--- src/inc/dpbsi_pkg.sv ---
// Shared constants and pin bundle for the dual port burst memory interface
package dpbsi_pkg;
   localparam int unsigned DATA_W   = 18;
   localparam int unsigned ADDR_W   = 4;
   localparam int unsigned BEAT_W   = 3;
   localparam int unsigned IDX_W    = ADDR_W + 2;
   localparam int unsigned DEPTH    = 64;
   localparam logic [BEAT_W-1:0] BEATS_PER_BURST = 3'h4;
   localparam logic [BEAT_W-1:0] LAST_WR_BEAT    = 3'h3;
   localparam logic [1:0]        RD_LAT_FULL     = 2'h2;
   localparam logic [1:0]        RD_LAT_LEGACY   = 2'h1;
   localparam logic [DATA_W-1:0] RDATA_RST       = 18'h0_0000;

   typedef enum logic {SLOT_RD, SLOT_WR} dpbsi_slot_t;

   // Everything the controller drives, sampled together
   typedef struct packed {
      logic              k;
      logic              k_n;
      logic              rd_sel_n;
      logic              wr_sel_n;
      logic              loop_disable_pin;
      logic [ADDR_W-1:0] addr;
      logic [DATA_W-1:0] wdata;
   } dpbsi_pins_t;

   // Idle pin levels: complement clock high, both selects inactive
   localparam dpbsi_pins_t PINS_RST = '{k: 1'b0, k_n: 1'b1, rd_sel_n: 1'b1, wr_sel_n: 1'b1,
                                        loop_disable_pin: 1'b1, addr: 4'h0, wdata: 18'h0_0000};
endpackage : dpbsi_pkg

--- src/logic/dpbsi_core.sv ---
// Device side of the dual port burst memory interface
`timescale 1ns/10ps
`default_nettype none
module dpbsi_core
(
   input  wire logic                         clk,
   input  wire logic                         rst,
   input  wire dpbsi_pkg::dpbsi_pins_t       pins,
   output logic [dpbsi_pkg::DATA_W-1:0]      rd_data,
   output logic                              read_valid_flag,
   output logic                              echo_clock_out,
   output logic                              echo_clock_n_out
);
   import dpbsi_pkg::*;

   function automatic logic [IDX_W-1:0] word_idx(input logic [ADDR_W-1:0] a, input logic [BEAT_W-1:0] b);
      word_idx = {a, b[1:0]};
   endfunction : word_idx

   dpbsi_pins_t         sync1_ff;
   dpbsi_pins_t         sync2_ff;
   logic                k_d_ff;
   logic                kn_d_ff;
   dpbsi_slot_t         slot_ff;
   logic                wait_vld_ff;
   logic [1:0]          wait_cnt_ff;
   logic [ADDR_W-1:0]   wait_addr_ff;
   logic                burst_vld_ff;
   logic [BEAT_W-1:0]   beat_ff;
   logic [ADDR_W-1:0]   burst_addr_ff;
   logic                wr_act_ff;
   logic [BEAT_W-1:0]   wr_beat_ff;
   logic [ADDR_W-1:0]   wr_addr_ff;
   logic [DATA_W-1:0]   rd_data_ff;
   logic                valid_ff;
   logic                echo_ff;
   logic                echo_n_ff;
   logic [DATA_W-1:0]   mem [DEPTH];

   logic                k_rise;
   logic                kn_rise;
   logic                any_edge;
   logic                rd_take;
   logic                wr_take;
   logic                launch_start;
   logic                launch_mid;
   logic [IDX_W-1:0]    l_idx;
   logic [DATA_W-1:0]   l_word;
   logic                fwd_hit;

   ////////////////////////////////////////////////////////////////////////////
   // Pin sampling; the first stage feeds only the second
   always_ff @(posedge clk or posedge rst)
   begin
      if (rst)
      begin
         // Idle levels, so no false clock edge or select follows reset
         sync1_ff <= PINS_RST;
         sync2_ff <= PINS_RST;
         k_d_ff   <= 1'b0;
         kn_d_ff  <= 1'b1;
      end
      else
      begin
         sync1_ff <= pins;
         sync2_ff <= sync1_ff;
         k_d_ff   <= sync2_ff.k;
         kn_d_ff  <= sync2_ff.k_n;
      end
   end

   // Rising edges only; falling edges are never decoded
   assign k_rise   = sync2_ff.k & ~k_d_ff;
   assign kn_rise  = sync2_ff.k_n & ~kn_d_ff;
   assign any_edge = k_rise | kn_rise;

   ////////////////////////////////////////////////////////////////////////////
   // Address slot alternates on each true clock rise
   always_ff @(posedge clk or posedge rst)
   begin
      if (rst)
         slot_ff <= SLOT_RD;
      else if (k_rise)
         slot_ff <= (slot_ff == SLOT_RD) ? SLOT_WR : SLOT_RD;
   end

   // Each port listens only in its own slot and with its own select
   assign rd_take = k_rise && (slot_ff == SLOT_RD) && !sync2_ff.rd_sel_n;
   assign wr_take = k_rise && (slot_ff == SLOT_WR) && !sync2_ff.wr_sel_n;

   ////////////////////////////////////////////////////////////////////////////
   // Read address waits out the latency chosen by the loop disable pin
   always_ff @(posedge clk or posedge rst)
   begin
      if (rst)
      begin
         wait_vld_ff  <= 1'b0;
         wait_cnt_ff  <= 2'h0;
         wait_addr_ff <= '0;
      end
      else if (k_rise)
      begin
         if (rd_take)
         begin
            wait_vld_ff  <= 1'b1;
            wait_addr_ff <= sync2_ff.addr;
            wait_cnt_ff  <= sync2_ff.loop_disable_pin ? RD_LAT_FULL : RD_LAT_LEGACY;
         end
         else if (launch_start)
            wait_vld_ff <= 1'b0;
         else if (wait_vld_ff)
            wait_cnt_ff <= wait_cnt_ff - 2'h1;
      end
   end

   assign launch_start = k_rise && wait_vld_ff && (wait_cnt_ff == 2'h1);
   assign launch_mid   = burst_vld_ff && ((k_rise && beat_ff == 3'h2) ||
                         (kn_rise && (beat_ff == 3'h1 || beat_ff == 3'h3)));
   assign l_idx        = launch_start ? word_idx(wait_addr_ff, 3'h0) : word_idx(burst_addr_ff, beat_ff);
   // A word being written on this very edge is forwarded to the read
   assign fwd_hit      = wr_act_ff && any_edge && (word_idx(wr_addr_ff, wr_beat_ff) == l_idx);
   assign l_word       = fwd_hit ? sync2_ff.wdata : mem[l_idx];

   ////////////////////////////////////////////////////////////////////////////
   // Read burst sequencing and output registers
   always_ff @(posedge clk or posedge rst)
   begin
      if (rst)
      begin
         burst_vld_ff  <= 1'b0;
         beat_ff       <= 3'h0;
         burst_addr_ff <= '0;
         rd_data_ff    <= RDATA_RST;
         valid_ff      <= 1'b0;
      end
      else if (launch_start)
      begin
         burst_vld_ff  <= 1'b1;
         burst_addr_ff <= wait_addr_ff;
         beat_ff       <= 3'h1;
         rd_data_ff    <= l_word;
         valid_ff      <= 1'b1;
      end
      else if (launch_mid)
      begin
         beat_ff    <= beat_ff + 3'h1;
         rd_data_ff <= l_word;
      end
      else if (k_rise && beat_ff == BEATS_PER_BURST)
      begin
         // Hold the last word a full half cycle, then drop valid
         burst_vld_ff <= 1'b0;
         beat_ff      <= 3'h0;
         valid_ff     <= 1'b0;
      end
   end

   // Echo clocks follow the sampled input clocks
   always_ff @(posedge clk or posedge rst)
   begin
      if (rst)
      begin
         echo_ff   <= 1'b0;
         echo_n_ff <= 1'b0;
      end
      else
      begin
         echo_ff   <= sync2_ff.k;
         echo_n_ff <= sync2_ff.k_n;
      end
   end

   ////////////////////////////////////////////////////////////////////////////
   // Write burst: four words on the edges after the write address
   always_ff @(posedge clk or posedge rst)
   begin
      if (rst)
      begin
         wr_act_ff  <= 1'b0;
         wr_beat_ff <= 3'h0;
         wr_addr_ff <= '0;
      end
      else if (wr_take)
      begin
         wr_act_ff  <= 1'b1;
         wr_beat_ff <= 3'h0;
         wr_addr_ff <= sync2_ff.addr;
      end
      else if (wr_act_ff && any_edge)
      begin
         wr_beat_ff <= wr_beat_ff + 3'h1;
         if (wr_beat_ff == LAST_WR_BEAT)
            wr_act_ff <= 1'b0;
      end
   end

   // Array has no reset; contents are undefined until written
   always_ff @(posedge clk)
   begin
      if (wr_act_ff && any_edge)
         mem[word_idx(wr_addr_ff, wr_beat_ff)] <= sync2_ff.wdata;
   end

   assign rd_data          = rd_data_ff;
   assign read_valid_flag  = valid_ff;
   assign echo_clock_out   = echo_ff;
   assign echo_clock_n_out = echo_n_ff;
endmodule : dpbsi_core
`default_nettype wire

--- config.mk ---
export PLATFORM = sky130hd
export DESIGN_NAME = dpbsi_core
export DESIGN_NICKNAME = d
export VERILOG_FILES = /design/src/inc/dpbsi_pkg.sv /design/src/logic/dpbsi_core.sv
export SDC_FILE = /design/constraint.sdc
export NUM_CORES = 2
export LEC_CHECK = 0
export ABC_AREA = 1
export BUFFER_PORTS_ARGS = -buffer_cell sky130_fd_sc_hd__buf_2
export CAP_MARGIN = 20
export CORE_AREA = 10 10 312 314
export DETAILED_ROUTE_END_ITERATION = 10
export DIE_AREA = 0 0 322 324
export MAX_ROUTING_LAYER = met4
export PLACE_DENSITY = 0.76
export SETUP_SLACK_MARGIN = 0.2
export SLEW_MARGIN = 20
export SYNTH_ARGS = -nofsm -noshare
export SYNTH_HDL_FRONTEND = slang
export SYNTH_SLANG_ARGS = --single-unit
--- constraint.sdc ---
create_clock -name clk -period 4 [get_ports clk]
set_input_delay 0.8 -clock clk [delete_from_list [all_inputs] [get_ports clk]]
set_output_delay 0.8 -clock clk [all_outputs]
set_load 0.02 [all_outputs]
Word level (Yosys, flattened, before mapping)
Memories as Yosys holds them, arrays and structs flattened.
Index checks and enable logic that the tools add are counted.
{ "word_totals": {"regBits": 99, "ram_bits": 1152, "out_inout_bits": 21, "memories": 1} }
{ "memory_table": {"columns": ["name", "depth", "width", "rd", "rd_clocked_by_memory_dff", "write_ports", "line", "rtl"], "rows": [
  ["mem", 64, 18, 1, 0, 1, "dpbsi_core.sv:38", "logic [DATA_W-1:0] mem [DEPTH];"]
]} }
{ "classes": {"add_sub_neg": 3, "eq_ne": 9, "muxes": 24, "n_bitwise": 6, "n_reduce_logical": 28} }
{ "ops": {"columns": ["cell", "count"], "rows": [
  ["$mux 18", 3],
  ["$mux 3", 5],
  ["$logic_and 1x1->1", 12],
  ["$reduce_bool 2->1", 6],
  ["$mux 1", 11],
  ["$eq 3x2->1 const B", 3],
  ["$mux 2", 4],
  ["$reduce_and 2->1", 4],
  ["$add 3x1->3 const B", 2],
  ["$eq 6x6->1", 1],
  ["$mux 6", 1],
  ["$ne 2x2->1 const B", 2],
  ["$eq 3x1->1 const B", 1],
  ["$eq 3x3->1 const B", 1],
  ["$not 1->1", 3],
  ["$reduce_and 3->1", 1],
  ["$reduce_bool 3->1", 1],
  ["$and 1x1->1", 2],
  ["$eq 2x1->1 const B", 1],
  ["$logic_not 1->1", 2],
  ["$logic_or 1x1->1", 2],
  ["$sub 2x1->2 const B", 1],
  ["$or 1x1->1", 1]
]} }

Longest topological paths before layout
{ "depth": {"word_depth": 10, "depth_mapped": 18, "mapped_depth_nobuf": 16} }

Worst setup path before layout
OpenSTA, ideal clock, no wires.
{ "synth_timing": {"kind": "reg-to-reg", "start": "reg echo_clock_out (netlist name)", "end": "mem mem[11][0] (enable)", "setup_ns": 0.393, "arrival_ns": 2.111, "required_time_ns": 3.607, "path_slack_ns": 1.496, "stages_incl_launch_ff": 8, "path_buffers": 0, "synth_period_minus_slack_ns": 2.504, "cell_sequence": "dfrtp_1 inv_2 nand2_2 o21ai_1 nand2_1 nor2_1 nand3_1 nor2_1"} }
{ "synth_lines": {"columns": ["item", "line"], "rows": [
  ["to (decl)", "dpbsi_core.sv:38"]
]} }

Worst setup path in the final report
{ "layout_timing": {"start": "reg wait_cnt_ff[1]", "end": "reg rd_data_ff[3], in the netlist rd_data[3]"} }
{ "layout_via": {"elab_chain_len": 8, "word_cells_on_any_way": 10} }
{ "layout_rtl": {"columns": ["item", "line", "rtl"], "rows": [
  ["from (decl)", "dpbsi_core.sv:26", "logic [1:0] wait_cnt_ff;"],
  ["from (signal assigned)", "dpbsi_core.sv:107", "wait_cnt_ff <= sync2_ff.loop_disable_pin ? RD_LAT_FULL : RD_LAT_LEGACY;"],
  ["from (signal assigned)", "dpbsi_core.sv:112", "wait_cnt_ff <= wait_cnt_ff - 2'h1;"],
  ["$eq 2x1->1 (*)", "dpbsi_core.sv:116", "assign launch_start = k_rise && wait_vld_ff && (wait_cnt_ff == 2'h1);"],
  ["$logic_and 1x1->1 (*)", "dpbsi_core.sv:116", null],
  ["parallel branches: the longest is 6 deep, another holds $mem_v2 64x18", null, null],
  ["to (signal assigned)", "dpbsi_core.sv:141", "rd_data_ff <= l_word;"],
  ["to (signal assigned)", "dpbsi_core.sv:147", "rd_data_ff <= l_word;"],
  ["to (decl)", "dpbsi_core.sv:34", "logic [DATA_W-1:0] rd_data_ff;"]
]} }
Every way passes the cells marked *. The select of a mux whose other input is x is not followed.
A chain may end at the register's enable or synchronous reset.

==> impl_metrics.toml <==
[status]
status = "finished, final reports clean"

[clock_network]
clk_root_buffer_cell = "clkbuf_16"
cts_buffers = 118
insertion_delay_ps = 710
clockBufferDepth = 3
postCtsHoldBufs = 0
cts-resized-gates = 0
htreeDepth = 3
cts_tree = "built"
post-cts-setup-buffers = 0
clk_pin_slew_ps = 70
clkSinkCount = 1251

[timing]
layout_min_cycle_time_ps = 3417
final_max_slew_viol_count = 0
finalCritPeriodShare_pct = 85.44
slew_headroom_pct = 17.95
tns_ps = 0
clock_skew_ps = 39.74
setup-violations-final = 0
worst_pin_slew_ps = 1231
rsz0062_at_grt = "no"
timing.fmax_mhz = 292.6
hold_viol = 0

[route]
viasPerCell = 6.067
wire_per_inst_um = 24.09
drtPass1Iterations = 8
wl_mm = 150.8
drtIter0Drc = 5484
num_vias = 37990
ant_nets = 0
drcViolationCount = 0

[global_routing]
grt_max_degree = 189
antenna_found_initial = 6
grt_pass1_vias = 36140
track_usage_pct = 29.49
grt_pass1_wl_mm = 225.4
grt-ovfl-total = 0

[place]
place.gp.congestion = 0.9715
io_buffers = 49
dpl.hpwl_mm = 83.22

[worst_setup_path]
cp-end-kind = "flop"
reg2reg_depth = 15
rr_startpoint = "wait_cnt_ff[1]"
r2r-end = "rd_data[3]"
crit_start = "wait_cnt_ff[1]"
ff2ff_setup_slack_ps = 580
cp_data_required_time_ps = 4640
crit_arrival_ps = 4060
path_class = "flop to flop"
crit_fanout = 103
crit_path_start_kind = "flop"

[pwr]
switching_share_pct = 37.81
ir_worst_vdd_mv = 0.6327
power_density_nw_per_um2 = 668.1
pwr-share-seq_pct = 37.9
p_leak_nw = 24.56
comb_power_share_pct = 33.5
p_sw_w = 0.01521
p_int_w = 0.02502
p_total_w = 0.04023
pwr-share-clk_pct = 28.6

[die]
io_pins = 50
dieArea_um2 = 104300
start_util_pct = 59.42
die_x_um = 322
die_h_um = 324
core_um2 = 91110
core.rowCount = 111

[synthesis]
synth_edf_count = 1152
yosysWarnings = 0
postSynthAreaPerCell_um2 = 10.92
ys_seq_area_share_pct = 68.50
syn-num-nets = 4993
ys_types = 32
ys_seq_elements = 1251
postSynth.asyncResetShare_pct = 7.914
synth_flop_cell = "edfxtp_1"
netlist_area_um2 = 54140
netlist_instances = 4956

[flow_run]
maxCapViolCount = 0

[hold_path]
hp-class = "input pin to flop"
hp-start = "pins[24]"
whs_endpoint = "sync1_ff[24]"
hold_path_depth = 1

[cells_and_area]
multi_input_area_um2 = 12640
seq_area_um2 = 37110
postLayoutCoreUtil_pct = 66.09
area_delta_synth_final_pct = 11.23
nets = 5005
final_layout_size_suffix_gt1_share_pct = 10.25
fillers = 6532
==> flip-flops by register name, indices dropped and copies added (netlist names) <==
name / count
kn_d_ff: 1
sync1_ff: 27
mem: 1152
wr_addr_ff: 4
echo_clock_out: 1
wait_cnt_ff: 2
wr_act_ff: 1
rd_data: 18
wait_addr_ff: 4
read_valid_flag: 1
slot_ff: 1
wr_beat_ff: 3
echo_clock_n_out: 1
beat_ff: 3
wait_vld_ff: 1
burst_addr_ff: 4
sync2_ff: 27
==> how the worst max path moves through the flow <==
stage	end	depth (start not counted)
5_1_grt	rd_data[7]	15
6_report	rd_data[3]	15
4_1_cts	rd_data[5]	15
3_3_place_gp	rd_data[5]	15
3_5_place_dp	rd_data[5]	15
2_1_floorplan	beat_ff[0]	1
==> placed cells by master (no fill, tap or decap), types with 2 or more instances in the layout <==
master / instances
dfstp_2: 9
clkbuf_1: 20
nor2_1: 77
buf_4: 127
clkinvlp_4: 3
nor2_2: 30
o21ai_4: 3
bufinv_16: 11
o2111ai_1: 54
nand2_8: 2
inv_4: 3
buf_2: 49
a21oi_1: 2
nand3b_1: 198
nand2_1: 781
or2_2: 54
edfxtp_1: 1152
o21ai_0: 8
nand3_1: 1276
nor2_4: 3
inv_1: 848
clkinv_2: 27
dfrtp_2: 19
nor3_1: 3
buf_12: 26
ha_1: 8
o21ai_1: 2
clkbuf_8: 10
diode_2: 4
o22ai_1: 6
nand4_1: 22
dfrtp_1: 70
clkinv_1: 21
inv_2: 8
clkbuf_16: 127
==> layout make-up <==
type                            count  share of cell area [%]
Inverter                          859                   5.376
Multi-Input combinational cell   2536                   21.00
Antenna cell                        4                 0.01662
Tap cell                         1186                   2.464
Clock inverter                     66                   1.031
Timing Repair Buffer              202                   2.855
Sequential cell                  1251                   61.63
Clock buffer                      157                   5.631
==> Yosys cell counts, drive strengths merged, types with 3 or more instances <==
| cell | count | share of area, % |
|---|---|---|
| o2111ai | 54 | 0.87 |
| buf | 182 | 1.6 |
| ha | 8 | 0.18 |
| nand3 | 1277 | 12 |
| dfstp | 9 | 0.44 |
| o22ai | 6 | 0.069 |
| o21ai | 13 | 0.13 |
| or2 | 54 | 0.62 |
| nor2 | 110 | 0.80 |
| nand4 | 22 | 0.25 |
| clkbuf | 128 | 0.89 |
| edfxtp | 1152 | 64 |
| inv | 859 | 6.0 |
| nor3 | 3 | 0.028 |
| nand3b | 198 | 2.7 |
| dfrtp | 90 | 4.2 |
| nand2 | 785 | 5.5 |
==> power groups by stage <==
stage / Sequential [W] / Combinational, W / Clock [W]
final: 0.0153 / 0.0135 / 0.0115
after global routing: 0.0153 / 0.0143 / 0.0121
after CTS: 0.0152 / 0.0131 / 0.0115
after detailed placement: 0.0155 / 0.0130 / 0
after global placement: 0.0155 / 0.0128 / 0
after floorplan: 0.0153 / 0.00810 / 0
==> cells by family after synthesis <==
logic type / synth area share, %
buffers and inverters: 8.403
AND/OR/NAND/NOR: 21.75
AO/OA/AOI/OAI: 1.153
XOR/XNOR: 0.01618
adder cells (fa/ha/maj): 0.1849
flip-flops: 68.50
==> layer usage <==
layer	GRT usage, %	part of all wire, %	vias up
li1	-	-	16790
met2	44.30	46	2692
met4	11.10	3.8	0
met3	7.034	13	321
met5	-	0	-
met1	39.03	37	18180
==> metrics by stage <==
step / hold WS (ps) / cell area, um^2 / instances / setup WS (ps)
2_1_floorplan: 331.2 / 54140 / 4956 / 624.5
3_3_place_gp: 332.7 / 56190 / 6034 / 801.9
3_5_place_dp: 335.6 / 56190 / 6034 / 808.5
4_1_cts: 156.7 / 60200 / 6257 / 732.0
5_1_grt: 184.8 / 60210 / 6260 / 472.5
6_report: 181.9 / 60210 / 6261 / 582.6
==> worst max-delay path, stage by stage, from the launching register on <==
cell,delay [ps]
dfrtp_1,360
inv_1,70
ha_1,150
nand2_1,90
inv_2,110
nand2_8,150
o21ai_4,670
inv_4,90
buf_12,250
nand3_1,240
nand3_1,170
nand3_1,230
nand3_1,260
nand3_1,150
nand2_1,60
nand2_1,50
No activity file was read; power rests on OpenSTA's default activity.
